[src/hw/fsg_pkg.sv]
// Constants and types shared by the flash security gate
package fsg_pkg;

  // ****************************************
  // Test access controller states
  // ****************************************
  typedef enum logic [3:0] {
    TAP_RESET    = 4'hf,
    TAP_IDLE     = 4'hc,
    TAP_SEL_DR   = 4'h7,
    TAP_CAP_DR   = 4'h6,
    TAP_SHIFT_DR = 4'h2,
    TAP_EXIT1_DR = 4'h1,
    TAP_PAUSE_DR = 4'h3,
    TAP_EXIT2_DR = 4'h0,
    TAP_UPD_DR   = 4'h5,
    TAP_SEL_IR   = 4'h4,
    TAP_CAP_IR   = 4'he,
    TAP_SHIFT_IR = 4'ha,
    TAP_EXIT1_IR = 4'h9,
    TAP_PAUSE_IR = 4'hb,
    TAP_EXIT2_IR = 4'h8,
    TAP_UPD_IR   = 4'hd
  } fsg_tap_state_t;

  // ****************************************
  // Erase sequencer states
  // ****************************************
  typedef enum logic [1:0] {
    ERS_IDLE = 2'h0,
    ERS_RUN  = 2'h1,
    ERS_DONE = 2'h2
  } fsg_ers_state_t;

  // ****************************************
  // Instruction register
  // ****************************************
  localparam int IR_W = 4;
  localparam logic [IR_W-1:0] IR_CAPTURE = 4'h1;
  localparam logic [IR_W-1:0] INS_IDCODE = 4'h2;
  localparam logic [IR_W-1:0] INS_SAMPLE = 4'h3;
  localparam logic [IR_W-1:0] INS_DEBUG = 4'h7;
  localparam logic [IR_W-1:0] INS_LOCKOUT = 4'h8;
  localparam logic [IR_W-1:0] INS_BYPASS = 4'hf;

  // ****************************************
  // Data registers and security word
  // ****************************************
  localparam int DIV_W = 7;
  localparam int ID_W = 32;
  localparam logic [ID_W-1:0] ID_VALUE = 32'h0000_1001; // Arbitrary value
  localparam logic [1:0] SEC_SECURED = 2'h2;
  localparam int SEC_ADDR = 'h7ff7; // Flash word holding the security pattern

endpackage : fsg_pkg

[src/hw/fsg_tap_if.sv]
// Carrier between the test access controller and the gate core
`timescale 1ns/1ns
`default_nettype none
interface fsg_tap_if;
  import fsg_pkg::*;
  fsg_tap_state_t state;
  logic tck_rise;
  logic tck_fall;
  modport ctrl (output state, output tck_rise, output tck_fall);
  modport user (input state, input tck_rise, input tck_fall);
endinterface : fsg_tap_if
`default_nettype wire

[src/hw/fsg_tap.sv]
// Test access controller state machine, stepped on sampled test clock edges
`timescale 1ns/1ns
`default_nettype none
module fsg_tap
  import fsg_pkg::*;
(
  // Clock and reset
  input wire logic core_clk_i,
  input wire logic rst_i,
  // Test pins
  input wire logic tck_i,
  input wire logic tms_i,
  // Towards the gate core
  fsg_tap_if.ctrl tap
);

  fsg_tap_state_t state_q, state_d;
  logic tck_q, tck_d;

  // ****************************************
  // Next state
  // ****************************************
  always_comb
  begin
    tck_d = tck_i;
    state_d = state_q;
    if (tck_i && !tck_q)
    begin
      case (state_q)
        TAP_RESET:    state_d = tms_i ? TAP_RESET : TAP_IDLE;
        TAP_IDLE:     state_d = tms_i ? TAP_SEL_DR : TAP_IDLE;
        TAP_SEL_DR:   state_d = tms_i ? TAP_SEL_IR : TAP_CAP_DR;
        TAP_CAP_DR:   state_d = tms_i ? TAP_EXIT1_DR : TAP_SHIFT_DR;
        TAP_SHIFT_DR: state_d = tms_i ? TAP_EXIT1_DR : TAP_SHIFT_DR;
        TAP_EXIT1_DR: state_d = tms_i ? TAP_UPD_DR : TAP_PAUSE_DR;
        TAP_PAUSE_DR: state_d = tms_i ? TAP_EXIT2_DR : TAP_PAUSE_DR;
        TAP_EXIT2_DR: state_d = tms_i ? TAP_UPD_DR : TAP_SHIFT_DR;
        TAP_UPD_DR:   state_d = tms_i ? TAP_SEL_DR : TAP_IDLE;
        TAP_SEL_IR:   state_d = tms_i ? TAP_RESET : TAP_CAP_IR;
        TAP_CAP_IR:   state_d = tms_i ? TAP_EXIT1_IR : TAP_SHIFT_IR;
        TAP_SHIFT_IR: state_d = tms_i ? TAP_EXIT1_IR : TAP_SHIFT_IR;
        TAP_EXIT1_IR: state_d = tms_i ? TAP_UPD_IR : TAP_PAUSE_IR;
        TAP_PAUSE_IR: state_d = tms_i ? TAP_EXIT2_IR : TAP_PAUSE_IR;
        TAP_EXIT2_IR: state_d = tms_i ? TAP_UPD_IR : TAP_SHIFT_IR;
        TAP_UPD_IR:   state_d = tms_i ? TAP_SEL_DR : TAP_IDLE;
        default:      state_d = TAP_RESET;
      endcase
    end
  end

  // ****************************************
  // Registers; device reset also resets the controller
  // ****************************************
  always_ff @(posedge core_clk_i)
  begin
    if (rst_i)
    begin
      state_q <= TAP_RESET;
      tck_q <= 1'b0;
    end
    else
    begin
      state_q <= state_d;
      tck_q <= tck_d;
    end
  end

  assign tap.state = state_q;
  assign tap.tck_rise = tck_i && !tck_q;
  assign tap.tck_fall = !tck_i && tck_q;

endmodule : fsg_tap
`default_nettype wire

[src/hw/fsg_gate.sv]
// Flash security gate on the debug path, with chip test port and lockout recovery erase
`timescale 1ns/1ns
`default_nettype none
module fsg_gate
  import fsg_pkg::*;
#(
  parameter int BSR_W = 8
)
(
  // Clock and reset
  input wire logic core_clk_i,
  input wire logic rst_i,
  // Test pins
  input wire logic tck_i,
  input wire logic tms_i,
  input wire logic tdi_i,
  output logic tdo_o,
  output logic tdo_oe_n_o,
  // Nonvolatile security word
  input wire logic [1:0] sec_word_i,
  input wire logic sec_word_valid_i,
  // Debug emulation module
  input wire logic dbg_flash_req_i,
  output logic dbg_flash_gnt_o,
  output logic dbg_enable_o,
  output logic dbg_shift_o,
  output logic dbg_tdi_o,
  input wire logic dbg_tdo_i,
  // Boundary pins
  input wire logic [BSR_W-1:0] bsr_pins_i,
  // Flash mass erase
  output logic erase_run_o,
  output logic erase_tick_o,
  input wire logic erase_done_i,
  output logic secured_o
);

  if (BSR_W < 1)
  begin : g_bsr_check
    $error("BSR_W must be at least 1");
  end

  fsg_tap_if tap ();

  fsg_tap u_tap (
    .core_clk_i(core_clk_i),
    .rst_i(rst_i),
    .tck_i(tck_i),
    .tms_i(tms_i),
    .tap(tap)
  );

  // ****************************************
  // Security state
  // ****************************************
  logic secured_q, secured_d;
  logic loaded_q, loaded_d;

  // Secured from reset until the word is read, so nothing leaks in between
  always_comb
  begin
    secured_d = secured_q;
    loaded_d = loaded_q;
    if (!loaded_q && sec_word_valid_i)
    begin
      secured_d = (sec_word_i == SEC_SECURED);
      loaded_d = 1'b1;
    end
  end

  // Only a reset re-reads the word, so an erase never unlocks mid-session
  always_ff @(posedge core_clk_i)
  begin
    if (rst_i)
    begin
      secured_q <= 1'b1;
      loaded_q <= 1'b0;
    end
    else
    begin
      secured_q <= secured_d;
      loaded_q <= loaded_d;
    end
  end

  // Only debug paths are gated; the core sees no signal from here
  assign dbg_enable_o = !secured_q;
  assign dbg_flash_gnt_o = dbg_flash_req_i && !secured_q;
  assign secured_o = secured_q;

  // ****************************************
  // Instruction and data registers
  // ****************************************
  logic [IR_W-1:0] ir_sh_q, ir_sh_d, ir_q, ir_d;
  logic [ID_W-1:0] id_sh_q, id_sh_d;
  logic [BSR_W-1:0] bsr_sh_q, bsr_sh_d;
  logic [DIV_W-1:0] div_sh_q, div_sh_d, div_q, div_d;
  logic byp_q, byp_d;
  logic tdo_q, tdo_d;
  logic oe_n_q, oe_n_d;
  logic dbg_sel;
  logic dr_out;

  assign dbg_sel = (ir_q == INS_DEBUG) && !secured_q;
  assign dbg_shift_o = dbg_sel && tap.state == TAP_SHIFT_DR && tap.tck_rise;
  assign dbg_tdi_o = tdi_i;

  // Serial output of the selected data register; a locked debug chain looks like bypass
  always_comb
  begin
    case (ir_q)
      INS_IDCODE:  dr_out = id_sh_q[0];
      INS_SAMPLE:  dr_out = bsr_sh_q[0];
      INS_LOCKOUT: dr_out = div_sh_q[0];
      INS_DEBUG:   dr_out = dbg_sel ? dbg_tdo_i : byp_q;
      default:     dr_out = byp_q;
    endcase
  end

  // Capture, shift and update on sampled test clock edges
  always_comb
  begin
    ir_sh_d = ir_sh_q;
    ir_d = ir_q;
    id_sh_d = id_sh_q;
    bsr_sh_d = bsr_sh_q;
    div_sh_d = div_sh_q;
    div_d = div_q;
    byp_d = byp_q;
    tdo_d = tdo_q;
    oe_n_d = oe_n_q;
    if (tap.state == TAP_RESET)
      ir_d = INS_IDCODE;
    if (tap.tck_rise)
    begin
      case (tap.state)
        TAP_CAP_IR:   ir_sh_d = IR_CAPTURE;
        TAP_SHIFT_IR: ir_sh_d = {tdi_i, ir_sh_q[IR_W-1:1]};
        TAP_UPD_IR:   ir_d = ir_sh_q;
        TAP_CAP_DR:
        begin
          id_sh_d = ID_VALUE;
          bsr_sh_d = bsr_pins_i;
          div_sh_d = div_q;
          byp_d = 1'b0;
        end
        TAP_SHIFT_DR:
        begin
          case (ir_q)
            INS_IDCODE:  id_sh_d = {tdi_i, id_sh_q[ID_W-1:1]};
            INS_SAMPLE:  bsr_sh_d = {tdi_i, bsr_sh_q[BSR_W-1:1]};
            INS_LOCKOUT: div_sh_d = {tdi_i, div_sh_q[DIV_W-1:1]};
            default:     byp_d = tdi_i;
          endcase
        end
        TAP_UPD_DR:
        begin
          if (ir_q == INS_LOCKOUT)
            div_d = div_sh_q;
        end
        default:
        begin
        end
      endcase
    end
    // Output changes on the falling edge so the host samples a settled bit
    if (tap.tck_fall)
    begin
      oe_n_d = !(tap.state == TAP_SHIFT_DR || tap.state == TAP_SHIFT_IR);
      tdo_d = (tap.state == TAP_SHIFT_IR) ? ir_sh_q[0] : dr_out;
    end
  end

  always_ff @(posedge core_clk_i)
  begin
    if (rst_i)
    begin
      ir_sh_q <= IR_CAPTURE;
      ir_q <= INS_IDCODE;
      id_sh_q <= '0;
      bsr_sh_q <= '0;
      div_sh_q <= '0;
      div_q <= '0;
      byp_q <= 1'b0;
      tdo_q <= 1'b0;
      oe_n_q <= 1'b1;
    end
    else
    begin
      ir_sh_q <= ir_sh_d;
      ir_q <= ir_d;
      id_sh_q <= id_sh_d;
      bsr_sh_q <= bsr_sh_d;
      div_sh_q <= div_sh_d;
      div_q <= div_d;
      byp_q <= byp_d;
      tdo_q <= tdo_d;
      oe_n_q <= oe_n_d;
    end
  end

  assign tdo_o = tdo_q;
  assign tdo_oe_n_o = oe_n_q;

  // ****************************************
  // Lockout recovery erase sequencer
  // ****************************************
  fsg_ers_state_t ers_q, ers_d;
  logic [DIV_W-1:0] cnt_q, cnt_d;
  logic tick_q, tick_d;
  logic go;

  assign go = (ir_q == INS_LOCKOUT) && (tap.state == TAP_IDLE);

  // Leaving Run-Test/Idle early abandons the erase; the host must start over
  always_comb
  begin
    ers_d = ers_q;
    cnt_d = cnt_q;
    tick_d = 1'b0;
    case (ers_q)
      ERS_IDLE:
      begin
        cnt_d = div_q;
        if (go)
          ers_d = ERS_RUN;
      end
      ERS_RUN:
      begin
        if (!go)
          ers_d = ERS_IDLE;
        else if (erase_done_i)
          ers_d = ERS_DONE;
        else if (cnt_q == '0)
        begin
          cnt_d = div_q;
          tick_d = 1'b1;
        end
        else
          cnt_d = cnt_q - 1'b1;
      end
      ERS_DONE:   ers_d = ERS_DONE;
      default:    ers_d = ERS_IDLE;
    endcase
  end

  always_ff @(posedge core_clk_i)
  begin
    if (rst_i)
    begin
      ers_q <= ERS_IDLE;
      cnt_q <= '0;
      tick_q <= 1'b0;
    end
    else
    begin
      ers_q <= ers_d;
      cnt_q <= cnt_d;
      tick_q <= tick_d;
    end
  end

  assign erase_run_o = (ers_q == ERS_RUN);
  assign erase_tick_o = tick_q;
endmodule : fsg_gate
`default_nettype wire

[config.mk]
export PLATFORM = sky130hd
export DESIGN_NAME = fsg_gate
export DESIGN_NICKNAME = d
export VERILOG_FILES = /design/src/hw/fsg_pkg.sv /design/src/hw/fsg_tap_if.sv /design/src/hw/fsg_tap.sv /design/src/hw/fsg_gate.sv
export SDC_FILE = /design/constraint.sdc
export NUM_CORES = 1
export LEC_CHECK = 0
export ABC_AREA = 1
export BUFFER_PORTS_ARGS = -buffer_cell sky130_fd_sc_hd__buf_2
export CORE_MARGIN = 5
export CORE_UTILIZATION = 55
export DETAILED_ROUTE_END_ITERATION = 10
export PLACE_DENSITY = 0.85
export SLEW_MARGIN = 20
export SYNTH_ARGS = -nofsm -noshare
export SYNTH_HDL_FRONTEND = slang
export SYNTH_SLANG_ARGS = --single-unit
[constraint.sdc]
create_clock -name core_clk_i -period 4.5 [get_ports core_clk_i]
set_clock_uncertainty 0.2 [all_clocks]
set_input_delay 0.225 -clock core_clk_i [delete_from_list [all_inputs] [get_ports core_clk_i]]
set_output_delay 0.225 -clock core_clk_i [all_outputs]
set_load 0.01 [all_outputs]
==> results.yml, run 1 <==
cells_and_area:
  layout.filler_cells: 608
  drive_gt1_share_pct: 11.9
  final_util_pct: 61.3
  area_of_the_multi_input_gates_um2: 1800
  ff_latch_area_um2: 1640
  antenna_cells_inserted: 0
  num-nets-final: 577
  area_delta_synth_final_pct: 9.32
timing:
  tightest_slew_ns: 0.866
  tns_ns: 0
  relSlewSlack_pct: 42.2
  max_clock_freq_mhz: 418
  timing.final.max_slew_violations: 0
  unrepaired_setup_endpoints_after_global_routing: "no"
  min_period_over_period_pct: 53.2
  final-hold-violation-count: 0
  setup_viol: 0
  min_period_ns: 2.39
routing:
  num_vias: 3482
  drc_errors: 0
  antenna_left: 0
  wl_per_cell_um: 12.5
  firstDrtPassIters: 5
  drt_wl_total_um: 8020
  detail_route.iter0.violations: 231
  vias_per_cell: 5.43
floorplanning:
  die_height_um: 93.0
  dieArea_um2: 8650
  design.portCount: 28
  core_region_area_um2: 6760
  chipWidth_um: 93.0
  initial_core_utilization_pct: 56.1
  rows: 30
global_route:
  grt_antenna_before_repair: 0
  globalRouteOverflowTotal: 0
  wire_length_of_the_first_global_routing_pass_um: 13900
  pin_count_of_the_biggest_net_entering_global_routing: 51
  gr-usage-all-layers_pct: 19.6
  first_global_vias: 3225
worst_setup_path:
  maximum_single_stage_delay_on_the_critical_path_ns: 0.61
  worstPathRequired_ns: 4.59
  cp_max_delay_cell: "inv_2"
  critical_path.startpoint_type: "flip-flop"
  cp_cell_sequence: "inv_2, nand3_2, inv_2, nand2_1, inv_1, nor2_1, a21oi_1"
  timing.rr.start: "u_tap.tap.state[2]"
  cp.arrival_ns: 2.48
  crit_type: "reg -> reg"
  endpoint_kind_of_the_worst_setup_timing_path: "flip-flop"
  cp_common_cell: "inv_2"
  critPathLaunch: "u_tap.tap.state[2]"
  crit_fanout: 36
power:
  max-vdd-ir-drop_uv: 266
  leakagePower_uw: 0.00173
  intPower_uw: 1030
  power_per_cell_area_nw_per_um2: 335
  combinationalPowerShare_pct: 7.2
  power.clock.fraction_pct: 38.9
  netSwitchingFraction_pct: 25.8
  sequentialPowerShare_pct: 53.9
  total_switching_power_uw: 358
placed_design:
  detailedPlacementHpwl_um: 5300
  placement.io_buffers: 27
  gpl.final_weighted_congestion: 0.822
clocking:
  postcts_setup_bufs: 0
  clock_sink_count: 82
  cts_repair_resize_count: 0
  htree_depth: 3
  cts_buffer_depth: 2
  clock_tree_from_tritoncts: "done"
  cts_made_buffers: 9
  clockRootBuffer: "clkbuf_8"
  clock_latency_late_sink_ns: 0.36
  worst_setup_hold_path_clk_slew_ns: 0.09
  ctsHoldBuffers: 7
yosys:
  compound_cell_area_share_of_the_yosys_netlist_pct: 16.8
  post_synth_xor_area_fraction_pct: 0.231
  synth_largest_type_area_fraction_pct: 43.3
  synth_top_cells_by_area: "dfxtp_1 (43%), nand2_1 (12%), a21oi_1 (8.1%)"
  synth_sequential_area_ratio_pct: 43.3
  yosys.cell_types.count: 33
  synthesis.nets: 558
  syn_area_um2: 3790
  synth_async_sr_flop_share_pct: 0
  flops_latches_synth: 82
  synth.most_common_cell: "nand2_1"
  synthSimpleGateAreaFrac_pct: 29.8
  main_combinational_cell_family_by_area_after_synthesis: "simple AND/OR/NAND/NOR gates"
  yosys.area_share.adder_pct: 0.661
  synth.largest_area_cell: "dfxtp_1"
  yosys_most_used_dff: "dfxtp_1"
  ys_top_cells_by_count: "nand2_1 (118), dfxtp_1 (82), a21oi_1 (61), nor2_1 (58), nand3_1 (50)"
  ys_warn_count: 0
  post_synth_mux_area_share_pct: 0
  synth-edff-count: 0
  synthesis.instances: 537
  postSynthAreaPerCell_um2: 7.05
run_status:
  run_status: "complete, no violations"
run:
  max-cap-violations: 0
min_path:
  hp-start: "bsr_pins_i[7]"
  min_delay_worst_type: "in -> reg"
cells by family (layout without fill, tap and decap cells):
kind of cell / after synthesis / count (layout)
AOI/OAI and AO/OA: 120 / 120
xor gates and xnor gates: 1 / 1
adders and majority gates: 2 / 2
buffers and inverters: 76 / 100
DFF: 82 / 82
and+or+nand+nor: 256 / 256
sequential cells by signal (all words and copies together) (netlist names), 2 cells and up:
register,flops
bsr_sh_q,8
cnt_q,7
div_q,7
div_sh_q,7
ers_q,2
id_sh_q,32
ir_q,4
ir_sh_q,4
u_tap.tap.state,4
worst paths after layout:
kind | to | slack [ns] | cells past startpoint
max | div_sh_q[6] | 2.11 | 7
min | bsr_sh_q[7] | 0.02 | 5
max reg2reg | div_sh_q[6] | 2.11 | 7
min reg2reg | bsr_sh_q[2] | 0.26 | 2
cell usage in the layout, fill, tap and decap left out, drive strengths merged, types with 7 or more instances in the layout:
cell type,count
inv,50
a21oi,62
nand4,7
dlygate4sd3,7
nand2,126
clkbuf,9
buf,28
o21ai,50
dfxtp,82
nand3,52
nor2,63
cell type report:
class	count	share of cell area, %
clock buffer	9	2.99
sequential	82	39.6
clock inverter	7	1.84
timing repair buffer	35	5.14
tap	80	2.42
multi-input combinational	379	43.5
inverter	49	4.47
power groups by stage:
stage               Sequential, uW  Combinational, uW  Clock (uW)
floorplan                      759               74.4           0
global placement               764               89.6           0
detailed placement             765               92.3           0
CTS                            748               97.6         547
global route                   750                112         581
finish                         748                100         539
per-layer routing:
metal / track usage [%] / share of wire [%]
met4: 9.16 / 1.3
met5: 0 / 0
met1: 24.8 / 44
met3: 3.86 / 6.5
met2: 32.2 / 48
per-stage QoR:
step | hold WS [ns] | setup WS, ns | total power, uW | cells | area, um2
after floorplan | 0.132 | 2.92 | 833 | 537 | 3790
after global placement | 0.237 | 2.24 | 853 | 618 | 3870
after detailed placement | 0.245 | 2.13 | 857 | 618 | 3870
after CTS | 0.00987 | 2.12 | 1390 | 641 | 4140
after global routing | 0.0623 | 1.84 | 1440 | 641 | 4140
final | 0.0186 | 2.11 | 1390 | 641 | 4140
critical path: cells and delay by family (launching register included):
family / cells / cell delay [ns]
simple gates: 3 / 0.61
buf+inv: 3 / 0.88
flops: 1 / 0.48
compound gates: 1 / 0.14
(Power assumes the default switching activity.)
==> run 2, diff against run 1 <==
==> constraint.sdc (replaced) <==
create_clock -name core_clk_i -period 2.35 [get_ports core_clk_i]
set_clock_uncertainty 0.2 [all_clocks]
set_input_delay 0.1175 -clock core_clk_i [delete_from_list [all_inputs] [get_ports core_clk_i]]
set_output_delay 0.1175 -clock core_clk_i [all_outputs]
set_load 0.01 [all_outputs]
==> run 2 against run 1 <==
Critical path depth fell by 1; register-to-register slack got worse by 1.6 ns; sequential share of layout area fell by 1.2 points; total power rose by 95%; setup slack got worse by 1.8 ns; first-iteration DRC count did not move; non-clock buffer count rose by 13; final area rose by 3.0%; largest power group unchanged.
==> results.yml, run 2 (same netlist as run 1, synthesis figures left out) <==
clocking:
  clock_latency_late_sink_ns: 0.35
  clockRootBuffer: "clkbuf_8"
  htree_depth: 3
  cts_buffer_depth: 2
  cts_repair_resize_count: 0
  cts_made_buffers: 9
  clock_tree_from_tritoncts: "done"
  clock_sink_count: 82
  worst_setup_hold_path_clk_slew_ns: 0.09
floorplanning:
  dieArea_um2: 8650
  initial_core_utilization_pct: 56.1
  die_height_um: 93.0
  design.portCount: 28
  rows: 30
  core_region_area_um2: 6760
  chipWidth_um: 93.0
routing:
  m1WireLength_um: 3750
  firstDrtPassIters: 5
  antenna_left: 0
  detail_route.iter0.violations: 231
  wl_per_cell_um: 12.8
  dr_wl_met2_um: 4040
  num_vias: 3539
  top_layer_used: "met4"
  wl_met3_um: 390
  drc_errors: 0
  vias_per_cell: 5.41
  drt_wl_total_um: 8370
power:
  intPower_uw: 1990
  leakagePower_uw: 0.00179
  power_per_cell_area_nw_per_um2: 634
  total_switching_power_uw: 713
  sequentialPowerShare_pct: 53.0
  combinationalPowerShare_pct: 7.4
  netSwitchingFraction_pct: 26.4
  max-vdd-ir-drop_uv: 466
  power.clock.fraction_pct: 39.5
placed_design:
  preCtsSetupSlack_ns: 0.530
  placement.io_buffers: 27
  detailedPlacementHpwl_um: 5370
  gpl.final_weighted_congestion: 0.902
global_route:
  first_global_vias: 3329
  grt_antenna_before_repair: 0
  pin_count_of_the_biggest_net_entering_global_routing: 50
  wire_length_of_the_first_global_routing_pass_um: 15000
  globalRouteOverflowTotal: 0
  gr-usage-all-layers_pct: 21.0
timing:
  setup_viol: 0
  relSlewSlack_pct: 63.5
  tns_ns: 0
  min_period_ns: 2.01
  max_clock_freq_mhz: 497
  final-hold-violation-count: 0
  setup_ws_ns: 0.336
  min_period_over_period_pct: 85.7
  timing.final.max_slew_violations: 0
  unrepaired_setup_endpoints_after_global_routing: "no"
  tightest_slew_ns: 0.547
cells_and_area:
  layout.cells.most_common_list: "nand2_1 (118), dfxtp_1 (82), a21oi_1 (61)"
  antenna_cells_inserted: 0
  largest_registers: "id_sh_q x32, bsr_sh_q x8"
  num-nets-final: 590
  layout_commonest_cell: "nand2_1"
  top_register: "id_sh_q"
  largest_register_ff_count: 32
  drive_gt1_share_pct: 12.5
  area_delta_synth_final_pct: 12.6
worst_setup_path:
  ff2ff_path_depth: 6
  crit_type: "reg -> out"
  regToRegSetupSlack_ns: 0.49
  critical_path.reg2reg.endpoint: "id_sh_q[11]"
  worstPathRequired_ns: 2.03
  critical_path.startpoint_type: "flip-flop"
  endpoint_kind_of_the_worst_setup_timing_path: "output port"
  cp.arrival_ns: 1.70
  timing.rr.start: "u_tap.tap.state[2]"
  critPathLaunch: "u_tap.tap.state[0]"
  crit_fanout: 8
min_path:
  capture_endpoint_of_the_worst_hold_path: "u_tap.tap.state[1]"
  min_delay_worst_type: "in -> reg"
  hp-start: "rst_i"
  worstHoldPathCells: 4
run_status:
  run_status: "complete, no violations"
run:
  max-cap-violations: 0
## run 2: cell types whose count changed in the layout (fill, tap and decap cells not counted), sizes merged
cell,before,now
dlygate4sd3,7,15
buf,28,33
clkinv,3,2
inv,50,51
## run 2: how the worst max path moves through the flow
stage,to,slack (ns),depth (start not counted)
floorplan,cnt_q[6],0.83,10
global placement,cnt_q[0],0.60,7
detailed placement,id_sh_q[12],0.53,7
CTS,dbg_shift_o,0.32,6
global route,dbg_shift_o,0.26,6
finish,dbg_shift_o,0.34,6
## run 2: timing repair
| item | in CTS | in global routing |
|---|---|---|
| setup buffers | 0 | 0 |
| hold buffers | 15 | 0 |
| endpoints found under the hold margin | 18 | 0 |
## run 2: critical path: stages, from the launching register on
cell	delay (ns)
dfxtp_1	0.42
nor2_4	0.16
nand2_2	0.08
nor2_4	0.15
inv_1	0.09
nor4_1	0.24
buf_2	0.20
## run 2: final cells by class
type,count,area [um2]
well taps,80,100
repair buffers,48,330
inverters,49,185
flip-flops and latches,82,1640
fillers,601,2490
clock inverters,7,82.6
clock buffers,9,124
multi-input cells,379,1800
## run 2: per-layer routing
metal  up-vias  global-route usage, %
li1       1822                      -
met4         0                   9.28
met5         -                      0
met1      1604                   26.8
met3        18                   3.78
met2        95                   34.7
## run 2: power by group through the flow
stage | sequential [uW] | combinational, uW | clock [uW]
after floorplan | 1450 | 143 | 0
after global placement | 1460 | 170 | 0
after detailed placement | 1470 | 175 | 0
after CTS | 1430 | 196 | 1080
after global routing | 1440 | 227 | 1150
final | 1430 | 201 | 1070
## run 2: through the flow
step / area (um2) / util, % / cells / hold WS [ns] / total power (uW)
3_3_place_gp: 3910 / 57.8 / 623 / 0.138 / 1630
3_5_place_dp: 3910 / 57.8 / 623 / 0.143 / 1640
4_1_cts: 4260 / 63.1 / 654 / 0.0271 / 2710
5_1_grt: 4260 / 63.1 / 654 / 0.0683 / 2820
2_1_floorplan: 3790 / - / 537 / 0.0245 / 1600
6_report: 4260 / 63.1 / 654 / 0.0447 / 2700
